==> src/hdl/bmws_pkg.sv <==
// Shared types and constants for the board supervision block.
// Assumes one 40 MHz clock and an active-low asynchronous reset.
package bmws_pkg;

  // ==========================================================
  // Timing
  localparam int unsigned CLK_HZ          = 40_000_000;
  localparam int unsigned CTRL_WD_MS      = 1000;
  localparam int unsigned CTRL_WD_CYC     = CLK_HZ / 1000 * CTRL_WD_MS;
  localparam int unsigned PAY_WD_CYC_DEF  = CLK_HZ;
  localparam int unsigned ISO_HOLD_CYC    = 16;
  localparam int unsigned MC_RST_CYC      = 64;

  // ==========================================================
  // Host channel decode
  localparam logic [15:0] NORM_DATA_ADDR  = 16'h0CA2;
  localparam logic [15:0] NORM_CMD_ADDR   = 16'h0CA3;
  localparam logic [15:0] MGMT_DATA_ADDR  = 16'h0CA8;
  localparam logic [15:0] MGMT_CMD_ADDR   = 16'h0CAC;
  localparam logic [15:0] POST_PORT_ADDR  = 16'h0080;

  // ==========================================================
  // Sizes
  localparam int unsigned POST_DEPTH      = 5;
  localparam int unsigned LOG_DEPTH_MIN   = 5000;
  localparam int unsigned NUM_THR         = 6;

  // ==========================================================
  // Event log
  localparam logic [7:0]  LOG_SRC_PAY_WD  = 8'h03;

  // ==========================================================
  // Types
  typedef enum logic [1:0] {
    BMWS_ACT_NONE,
    BMWS_ACT_HARD_RESET,
    BMWS_ACT_POWER_DOWN,
    BMWS_ACT_POWER_CYCLE
  } bmws_action_t;

  // Threshold order: unr, uc, unc, lnr, lc, lnc
  typedef enum logic [2:0] {
    BMWS_THR_UNR,
    BMWS_THR_UC,
    BMWS_THR_UNC,
    BMWS_THR_LNR,
    BMWS_THR_LC,
    BMWS_THR_LNC
  } bmws_thr_t;

  typedef enum logic [1:0] {
    BMWS_LED_LATCH,
    BMWS_LED_CRIT,
    BMWS_LED_OFFSET
  } bmws_led_class_t;

  typedef struct packed {
    logic        valid;
    logic        write;
    logic [15:0] addr;
    logic [7:0]  data;
  } bmws_io_t;

  typedef struct packed {
    logic        valid;
    logic        assert_ev;
    logic [1:0]  led_class;
    logic [2:0]  thr;
    logic [3:0]  offset;
  } bmws_event_t;

  typedef struct packed {
    logic         valid;
    logic [7:0]   source;
    logic [7:0]   code;
  } bmws_log_t;

endpackage : bmws_pkg

==> src/hdl/bmws_top.sv <==
// Board management supervision: watchdogs, health LED, POST codes,
// host channel decode and event log sequencing.
// Assumes host I/O cycles arrive decoded as single-cycle requests.
//
// Operation
// - Controller watchdog expires after one second
// - On expiry isolate buses, then reset controller
// - Payload watchdog expiry runs the selected action
// - Every payload expiry writes an event log entry
// - Snoop port 80 writes, keep five codes
// - Latching events light LED until power cycle
// - Critical threshold assert lights, deassert clears
// - Offset assert lights LED, deassert clears it
// - Decode normal and management channel addresses
// - Six event thresholds per threshold sensor
// - Event log holds at least 5000 entries
// - After isolation switch to redundant bus if bus A faulted
`timescale 1ns/1ps
module bmws_top
  import bmws_pkg::*;
#(
  parameter int unsigned PAY_WD_CYC = PAY_WD_CYC_DEF,
  parameter int unsigned CTRL_CYC   = CTRL_WD_CYC,
  parameter int unsigned LOG_DEPTH  = LOG_DEPTH_MIN,
  parameter int unsigned NUM_SRC    = 8
) (
  // Clock and reset
  input  wire logic          clk,
  input  wire logic          rstn,
  // Host I/O cycles
  input  bmws_io_t           host_io,
  // Payload watchdog
  input  wire logic          pay_wd_enable,
  input  wire logic [1:0]    pay_wd_action,
  input  wire logic          pay_wd_strobe,
  // Controller watchdog
  input  wire logic          ctrl_wd_strobe,
  input  wire logic          bus_a_fault,
  // Sensor events
  input  bmws_event_t        sensor_event,
  input  wire logic [2:0]    sensor_src,
  input  wire logic          payload_power_cycled,
  // POST code readout
  input  wire logic [2:0]    post_rd_idx,
  output logic [7:0]         post_rd_code,
  // Host channel strobes
  output logic               norm_chan_hit,
  output logic               mgmt_chan_hit,
  output logic               chan_is_cmd,
  output logic [7:0]         chan_data,
  // Payload control
  output logic               payload_hard_reset,
  output logic               payload_power_down,
  output logic               payload_power_cycle,
  // Controller supervision
  output logic               bus_isolate,
  output logic               bus_b_select,
  output logic               mc_reset_n,
  // Health and log
  output logic               health_led,
  output bmws_log_t          log_entry,
  output logic [12:0]        log_count
);

  // ==========================================================
  // Parameter checks
  // Log count is a fixed-width port, so depth is capped by it
  if (LOG_DEPTH < LOG_DEPTH_MIN) begin : g_log_small
    $error("bmws_top: log too small");
  end
  if (LOG_DEPTH > 2 ** $bits(log_count) - 1) begin : g_log_large
    $error("bmws_top: log counter too narrow");
  end
  // Source flags are indexed straight by sensor_src
  if (NUM_SRC != 2 ** $bits(sensor_src)) begin : g_src_count
    $error("bmws_top: NUM_SRC must match sensor_src");
  end
  // Readout index is a fixed-width port
  if (POST_DEPTH > 2 ** $bits(post_rd_idx) - 1) begin : g_post_large
    $error("bmws_top: POST depth beyond readout index");
  end
  // Shift register keeps at least two codes
  if (POST_DEPTH < 2) begin : g_post_small
    $error("bmws_top: POST depth too small");
  end
  if (PAY_WD_CYC < 2 || CTRL_CYC < 2) begin : g_wd_short
    $error("bmws_top: watchdog timeout too short");
  end

  // ==========================================================
  // State
  localparam int unsigned RW = $clog2(MC_RST_CYC + ISO_HOLD_CYC + 1);

  typedef enum logic [1:0] {
    SUP_RUN,
    SUP_ISOLATE,
    SUP_RESET
  } bmws_sup_t;

  typedef struct packed {
    logic [POST_DEPTH-1:0][7:0] post;
    logic [7:0]                 post_rd;
    logic                       norm_hit;
    logic                       mgmt_hit;
    logic                       is_cmd;
    logic [7:0]                 cdata;
    logic                       hard_reset;
    logic                       power_down;
    logic                       power_cycle;
    bmws_sup_t                  sup;
    logic [RW-1:0]              sup_cnt;
    logic                       isolate;
    logic                       bus_b;
    logic                       mc_rst_n;
    logic [NUM_SRC-1:0]         latch_src;
    logic [NUM_SRC-1:0]         crit_src;
    logic [NUM_SRC-1:0]         ofs_src;
    logic                       led;
    bmws_log_t                  log;
    logic [12:0]                log_cnt;
  } bmws_st_t;

  bmws_st_t st_q;
  bmws_st_t st_d;

  logic pay_expire;
  logic ctrl_expire;

  // ==========================================================
  // Watchdogs
  bmws_wdog #(
    .TIMEOUT (PAY_WD_CYC)
  ) u_pay_wd (
    .clk    (clk),
    .rstn   (rstn),
    .enable (pay_wd_enable),
    .strobe (pay_wd_strobe),
    .expire (pay_expire)
  );

  // Firmware must keep strobe spacing well under CTRL_CYC
  bmws_wdog #(
    .TIMEOUT (CTRL_CYC)
  ) u_ctrl_wd (
    .clk    (clk),
    .rstn   (rstn),
    .enable (st_q.sup == SUP_RUN),
    .strobe (ctrl_wd_strobe),
    .expire (ctrl_expire)
  );

  // ==========================================================
  // Decode
  // Each channel owns a data and a command address
  function automatic logic addr_hit(input logic [15:0] a,
                                    input logic [15:0] b0,
                                    input logic [15:0] b1);
    addr_hit = (a == b0) || (a == b1);
  endfunction : addr_hit

  // ==========================================================
  // Next state
  always_comb begin
    st_d             = st_q;
    st_d.norm_hit    = 1'b0;
    st_d.mgmt_hit    = 1'b0;
    st_d.hard_reset  = 1'b0;
    st_d.power_cycle = 1'b0;
    st_d.log.valid   = 1'b0;

    // ==========================================================
    // Host decode and POST snoop
    if (host_io.valid) begin
      if (addr_hit(host_io.addr, NORM_DATA_ADDR, NORM_CMD_ADDR)) begin
        st_d.norm_hit = 1'b1;
        st_d.is_cmd   = (host_io.addr == NORM_CMD_ADDR);
        st_d.cdata    = host_io.data;
      end else if (addr_hit(host_io.addr, MGMT_DATA_ADDR,
                            MGMT_CMD_ADDR)) begin
        st_d.mgmt_hit = 1'b1;
        st_d.is_cmd   = (host_io.addr == MGMT_CMD_ADDR);
        st_d.cdata    = host_io.data;
      end else if (host_io.write && host_io.addr == POST_PORT_ADDR) begin
        // Newest at index 0; oldest drops off
        st_d.post = {st_q.post[POST_DEPTH-2:0], host_io.data};
      end
    end
    st_d.post_rd = (post_rd_idx < 3'(POST_DEPTH)) ?
                   st_q.post[post_rd_idx] : 8'h00;

    // ==========================================================
    // Payload watchdog action; expiry beats a strobe in one cycle
    if (pay_wd_strobe) begin
      st_d.power_down = 1'b0;
    end
    if (pay_expire) begin
      unique case (bmws_action_t'(pay_wd_action))
        BMWS_ACT_NONE:        ;
        BMWS_ACT_HARD_RESET:  st_d.hard_reset  = 1'b1;
        BMWS_ACT_POWER_DOWN:  st_d.power_down  = 1'b1;
        BMWS_ACT_POWER_CYCLE: st_d.power_cycle = 1'b1;
      endcase
      st_d.log.valid  = 1'b1;
      st_d.log.source = LOG_SRC_PAY_WD;
      st_d.log.code   = {6'h00, pay_wd_action};
      if (st_q.log_cnt != 13'(LOG_DEPTH)) begin
        st_d.log_cnt = st_q.log_cnt + 13'h0001;
      end
    end

    // ==========================================================
    // Controller supervision: isolate first, then reset
    unique case (st_q.sup)
      SUP_RUN: begin
        st_d.mc_rst_n = 1'b1;
        if (ctrl_expire) begin
          st_d.sup     = SUP_ISOLATE;
          st_d.isolate = 1'b1;
          st_d.sup_cnt = '0;
        end
      end
      SUP_ISOLATE: begin
        // Bus cut stays on through the reset that follows
        st_d.sup_cnt = st_q.sup_cnt + 1'b1;
        if (st_q.sup_cnt == RW'(ISO_HOLD_CYC - 1)) begin
          st_d.sup      = SUP_RESET;
          st_d.mc_rst_n = 1'b0;
          st_d.sup_cnt  = '0;
        end
      end
      SUP_RESET: begin
        st_d.sup_cnt = st_q.sup_cnt + 1'b1;
        if (st_q.sup_cnt == RW'(MC_RST_CYC - 1)) begin
          st_d.sup      = SUP_RUN;
          st_d.mc_rst_n = 1'b1;
          st_d.isolate  = 1'b0;
          st_d.bus_b    = bus_a_fault;
        end
      end
    endcase

    // ==========================================================
    // Health LED; set wins over clear
    // One flag per source, so one clear cannot hide another
    if (payload_power_cycled) begin
      st_d.latch_src = '0;
    end
    if (sensor_event.valid) begin
      unique case (bmws_led_class_t'(sensor_event.led_class))
        BMWS_LED_LATCH: begin
          if (sensor_event.assert_ev) begin
            st_d.latch_src[sensor_src] = 1'b1;
          end
        end
        BMWS_LED_CRIT: begin
          // Only critical thresholds of the six steer the LED
          if (bmws_thr_t'(sensor_event.thr) == BMWS_THR_UC ||
              bmws_thr_t'(sensor_event.thr) == BMWS_THR_LC) begin
            st_d.crit_src[sensor_src] = sensor_event.assert_ev;
          end
        end
        BMWS_LED_OFFSET: begin
          st_d.ofs_src[sensor_src] = sensor_event.assert_ev;
        end
        default: ;
      endcase
    end
    st_d.led = |{st_d.latch_src, st_d.crit_src, st_d.ofs_src};
  end

  // ==========================================================
  // State register; resets quiet, controller out of reset
  always_ff @(posedge clk or negedge rstn) begin
    if (!rstn) begin
      st_q          <= '0;
      st_q.sup      <= SUP_RUN;
      st_q.mc_rst_n <= 1'b1;
    end else begin
      st_q <= st_d;
    end
  end

  // ==========================================================
  // Outputs
  assign post_rd_code        = st_q.post_rd;
  assign norm_chan_hit       = st_q.norm_hit;
  assign mgmt_chan_hit       = st_q.mgmt_hit;
  assign chan_is_cmd         = st_q.is_cmd;
  assign chan_data           = st_q.cdata;
  assign payload_hard_reset  = st_q.hard_reset;
  assign payload_power_down  = st_q.power_down;
  assign payload_power_cycle = st_q.power_cycle;
  assign bus_isolate         = st_q.isolate;
  assign bus_b_select        = st_q.bus_b;
  assign mc_reset_n          = st_q.mc_rst_n;
  assign health_led          = st_q.led;
  assign log_entry           = st_q.log;
  assign log_count           = st_q.log_cnt;

endmodule : bmws_top

==> src/hdl/bmws_wdog.sv <==
// Generic restartable watchdog counter.
// Assumes strobe is a one-cycle pulse synchronous to clk.
`timescale 1ns/1ps
module bmws_wdog
  import bmws_pkg::*;
#(
  parameter int unsigned TIMEOUT = 1000
) (
  // Clock and reset
  input  wire logic clk,
  input  wire logic rstn,
  // Control
  input  wire logic enable,
  input  wire logic strobe,
  // Status
  output logic      expire
);

  localparam int unsigned CW = $clog2(TIMEOUT + 1);

  if (TIMEOUT < 2) begin : g_timeout_small
    $error("bmws_wdog: TIMEOUT too small");
  end

  typedef struct packed {
    logic [CW-1:0] cnt;
    logic          expire;
  } bmws_wdog_st_t;

  bmws_wdog_st_t st_q;
  bmws_wdog_st_t st_d;

  // ==========================================================
  // Counter
  always_comb begin
    st_d        = st_q;
    st_d.expire = 1'b0;
    if (!enable || strobe) begin
      st_d.cnt = '0;
    end else if (st_q.cnt == CW'(TIMEOUT - 1)) begin
      st_d.cnt    = '0;
      st_d.expire = 1'b1;
    end else begin
      st_d.cnt = st_q.cnt + 1'b1;
    end
  end

  always_ff @(posedge clk or negedge rstn) begin
    if (!rstn) begin
      st_q <= '0;
    end else begin
      st_q <= st_d;
    end
  end

  assign expire = st_q.expire;

endmodule : bmws_wdog
==> config.mk <==
export PLATFORM = sky130hd
export DESIGN_NAME = bmws_top
export DESIGN_NICKNAME = d
export VERILOG_FILES = /design/src/hdl/bmws_pkg.sv /design/src/hdl/bmws_top.sv /design/src/hdl/bmws_wdog.sv
export SDC_FILE = /design/constraint.sdc
export NUM_CORES = 1
export LEC_CHECK = 0
export ABC_AREA = 0
export ABC_CLOCK_PERIOD_IN_PS = 2200
export BUFFER_PORTS_ARGS = -buffer_cell sky130_fd_sc_hd__buf_4
export CAP_MARGIN = 10
export CORE_UTILIZATION = 53
export DETAILED_ROUTE_END_ITERATION = 7
export PLACE_DENSITY = 0.87
export SLEW_MARGIN = 40
export SYNTH_ARGS = -nofsm -noshare
export SYNTH_HDL_FRONTEND = slang
export SYNTH_SLANG_ARGS = --single-unit
==> constraint.sdc <==
create_clock -name clk -period 2.2 [get_ports clk]
set_clock_uncertainty 0.2 [all_clocks]
set_input_delay 0.22 -clock clk [delete_from_list [all_inputs] [get_ports clk]]
set_output_delay 0.22 -clock clk [all_outputs]
set_load 0.01 [all_outputs]
# After elaboration in Yosys (flattened, before gate mapping)
# Index checks and enable logic that the tools add are counted.
[totals]
out_inout_bits = 56
in_bits = 52
register_bits = 170
[classes]
mux = 42
magnitude_cmp = 4
addsub = 4
eq_ne = 22
bitwise_logic = 3
n_reduce_logical = 21
[ops]
columns = ["cell", "n"]
rows = [
  ["$mux W26", 4],
  ["$eq A16 B12 Y1 const B", 4],
  ["$mux W8", 8],
  ["$add A26 B1 Y26 const B", 2],
  ["$eq A26 B26 Y1 const B", 2],
  ["$mux W30", 1],
  ["$pmux W9 S3", 1],
  ["$bmux W8 S3", 1],
  ["$mux W24", 1],
  ["$reduce_or A24 Y1", 1],
  ["$mux W10", 2],
  ["$mux W9", 2],
  ["$bwmux W8", 2],
  ["$eq A16 B8 Y1 const B", 1],
  ["$add A13 B1 Y13 const B", 1],
  ["$mux W13", 1],
  ["$ne A13 B13 Y1 const B", 1],
  ["$mux W1", 12],
  ["$mux W11", 1],
  ["$eq A2 B2 Y1 const B", 4],
  ["$lt A3 B4 Y1 const B", 2],
  ["$or A8 B8 Y8", 1],
  ["$reduce_and A2 Y1", 4],
  ["$add A7 B1 Y7 const B", 1],
  ["21 further kinds", 36],
]

# Longest topological paths before layout
[logic_depth]
word_depth = 9
mapped_depth = 7
mapped_depth_nobuf = 6

# Cells and area by module
# From an unflattened synthesis, not the netlist that was laid out.
[unflattened]
cells_unflattened = 784
hier_area_um2 = 8582.0
[modules_own_cells]
columns = ["module", "instances", "cells_each", "area_per_inst_um2"]
rows = [
  ["bmws_top", 1, 494, 5691.7],
  ["bmws_wdog", 2, 145, 1445.1],
]

# Least setup slack after synthesis
# OpenSTA, ideal clock, no wires.
[synth_path]
kind = "register to register"
from = "reg st_q, in the netlist log_count[11]"
to = "reg st_q, in the netlist log_count[1]"
synth_period_minus_slack_ps = 2051
path_slack_ps = 149
stages_incl_launch_ff = 4
t_arrival_ps = 1727
t_required_ps = 1875
path_cell_list = "dfrtp_1 > or4b_2 > o41ai_4 > mux2_2"
[synth_via]
elab_chain_cells = 2
[synth_lines]
columns = ["item", "line_no", "source"]
rows = [
  ["start: declaration", "bmws_top.sv:123", "bmws_st_t st_q;"],
  ["start signal: assignment", "bmws_top.sv:279", "st_q <= st_d;"],
  ["$ne A13 B13 Y1", "bmws_top.sv:206", "if (st_q.log_cnt != 13'(LOG_DEPTH)) begin"],
  ["$reduce_and A2 Y1 (no source line)", "--", ""],
]
# No other way between the ends.
# A chain may end at the register's enable or synchronous reset.

==> flow_summary.yaml <==
outcome:
  status: "complete, no violations"
flow_run:
  cap_violations: 0
placed_design:
  placed_cell_area_um2: 9160
  dp_hpwl_mm: 10.3
  place_congestion: 0.854
  place_ws_ns: 0.0513
  io_buffers: 91
clock_tree:
  clk_latency_ns: 0.43
  clock_path_buffers: 2
  clk_root_buffer_cell: "clkbuf_16"
  cts_buffers: 17
  htree_levels: 4
  cts_sinks: 170
  path_clk_slew_ns: 0.06
  post_cts_buffers: 0
  tritoncts: "yes"
synthesis:
  syn_area_um2: 8410
  synth.distinct_cells: 64
  ys.flop_type: "dfrtp_1"
  syn-instance-count: 766
  syn_area_per_cell_um2: 11.0
  synth-edff-count: 0
  synth.yosys.seq_area_share: 0.506
  yosysWarningCount: 0
  async_flop_share: 1.00
  synth_seq_cells: 170
global_routing:
  grt_pass1_vias: 5781
  grt_pass1_wl_mm: 27.7
  grt_max_degree: 48
  antenna_found_initial: 0
  grt-ovfl-total: 0
  grtUsageTotal: 0.214
critical_path:
  cp-end-kind: "register"
  crit_required_ns: 2.30
  worstSetupPathType: "register to register"
  critical_path_arrival_ns: 2.23
  startpoint_type: "register"
  crit_path_max_incr_delay_ns: 0.53
  cpMaxStageDelayCell: "or4_1"
  crit_chain: "or4_1 > or4_4 > nand3b_4 > nor2_1"
  critical_path_peak_fanout: 26
pwr:
  peakVddDrop_uv: 748
  p_leak_nw: 4.62
  p_total_mw: 6.55
  powerDensity_nw_per_um2: 649
route:
  vias_per_cell: 5.35
  wl_per_cell_um: 15.1
  drt_pre_antenna_iters: 4
  vias: 5864
  route.detailed.drc: 0
  drt_iter0_drc: 315
  wirelength_mm: 16.6
  ant_nets: 0
sta:
  period_share: 0.970
  rsz0062_at_grt: "true"
  period_needed_ns: 2.13
  drv_slew: 0
  fin_ws_ns: 0.0653
  setup_violations: 0
  fin_hold_ws_ns: 0.0769
  max_freq_mhz: 468
  hold_viol_final: 0
finish:
  drive_gt1_frac: 0.277
  area_growth_pct: 20.1
  antenna_cells: 0
  fin_nets: 934
  stdcell_area_um2: 10100
floorplan:
  core_area_um2: 15400
  die-area_um2: 16400
  fp-row-count: 45
  pin_count: 108
  initial_core_util: 0.547
  die_h_um: 128
  die_x_um: 128
worst_hold_path:
  hp-class: "input port to register"
[logic make-up (layout without fill, tap and decap cells)]
group / Yosys count / in the layout / share of synthesized area
AND/OR/NAND/NOR: 289 / 290 / 0.187
flip-flops: 170 / 170 / 0.506
buffers and inverters: 106 / 214 / 0.0730
multiplexers: 78 / 78 / 0.115
XOR/XNOR: 61 / 61 / 0.0644
AO/OA/AOI/OAI: 53 / 53 / 0.0431
adder cells (fa/ha/maj): 8 / 8 / 0.0119
other: 1 / 12 / 0.000446
[where the power goes]
| part | leakage [nW] | internal, mW | switching, mW |
|---|---|---|---|
| Combinational | 2.00 | 0.213 | 0.238 |
| Clock | 0.277 | 1.61 | 1.28 |
| Sequential | 2.34 | 3.18 | 0.0346 |
| Total | 4.62 | 5.00 | 1.55 |
[registers in the layout (all words and copies together), names as in the netlist]
name,cells
mc_reset_n,1
u_pay_wd.st_q,26
health_led,1
post_rd_code,8
payload_power_cycle,1
payload_hard_reset,1
u_pay_wd.expire,1
u_ctrl_wd.st_q,26
st_q,73
log_entry,4
norm_chan_hit,1
bus_isolate,1
chan_data,8
payload_power_down,1
log_count,13
u_ctrl_wd.expire,1
bus_b_select,1
mgmt_chan_hit,1
chan_is_cmd,1
[metrics by stage]
step	TNS, ns	instances	utilization
global route	-0.00865	1097	0.657
detailed placement	0	1033	0.596
floorplan	0	777	-
finish	0	1097	0.657
CTS	0	1096	0.654
global placement	0	1033	0.596
[cell type report]
class                   count  area [µm²]
inverters                  35         131
clock inverters            13         136
multi-input cells         502        3630
clock buffers              18         439
well taps                 211         264
fillers                  1147        5270
repair buffers            148        1240
flip-flops and latches    170        4260
[worst max-delay path: cells and delay by family, from the launching register on]
kind             cells  cell delay [ns]
and+or+nand+nor      4             1.40
DFF                  1             0.40
[cells in the mapped netlist (all sizes together) (2+ instances only)]
master,n,area (µm²)
a31oi,2,12.5
inv,35,131
o22ai,8,50.1
nor4b,7,61.3
dfrtp,169,4230
xnor2,40,350
clkbuf,8,30.0
a21oi,6,30.0
and2,8,50.1
or3,3,18.8
nor3b,6,45.0
nand3b,9,92.6
buf,63,453
and4,2,17.5
or4,5,45.0
nor3,18,90.1
xor2,21,191
or3b,2,17.5
o21ai,17,88.8
mux2,66,743
o31ai,2,15.0
nor2b,4,25.0
and3,15,100
nor2,84,315
nand2b,3,18.8
a21o,6,45.0
mux2i,4,40.0
and3b,2,17.5
nand3,32,160
nand2,49,184
a211oi,2,15.0
mux4,8,180
a22o,2,17.5
nand4,15,109
nor4,17,134
ha,8,100
or2,4,25.0
[path summary, 6_finish.rpt]
kind                       slack (ns)  cells after the start                    endpoint                   startpoint
min reg2reg                      0.25                      1  u_pay_wd.st_q[1]$_DFF_PN0_   u_pay_wd.st_q[1]$_DFF_PN0_
min in group asynchronous        0.09                      2     mgmt_chan_hit$_DFF_PN0_                         rstn
min                              0.08                      4   post_rd_code[2]$_DFF_PN0_               post_rd_idx[1]
max reg2reg                      0.07                      4  u_pay_wd.st_q[3]$_DFF_PN0_  u_pay_wd.st_q[21]$_DFF_PN0_
max                              0.07                      4  u_pay_wd.st_q[3]$_DFF_PN0_  u_pay_wd.st_q[21]$_DFF_PN0_
max in group asynchronous        1.04                      3      mc_reset_n$_DFFE_PN1P_                         rstn
[routing by layer]
layer  vias up  wire length (µm)  GRT usage
met5         -                 0          0
li1       2805                 -          -
met1      2907              7420      0.282
met4         0               254     0.0699
met2       128              8250      0.355
met3        24               642     0.0463
[layout by cell type, fill, tap and decap left out, types with 12 or more instances in the layout]
master,n
buf_4,111
mux2_2,64
nor3_1,17
dfrtp_1,169
nand2_1,49
conb_1,12
nor2_1,83
o21ai_0,16
nor4_1,13
and3_1,13
xor2_1,20
xnor2_1,40
dlygate4sd3_1,32
nand4_1,14
clkbuf_16,17
inv_1,35
nand3_1,32
[what timing repair did]
action,4_1_cts,5_1_grt
setup endpoints to repair,0,82
endpoints found under the hold margin,221,0
resized for setup,0,5
hold buffers,32,0
Power figures use the tool's default switching activity.
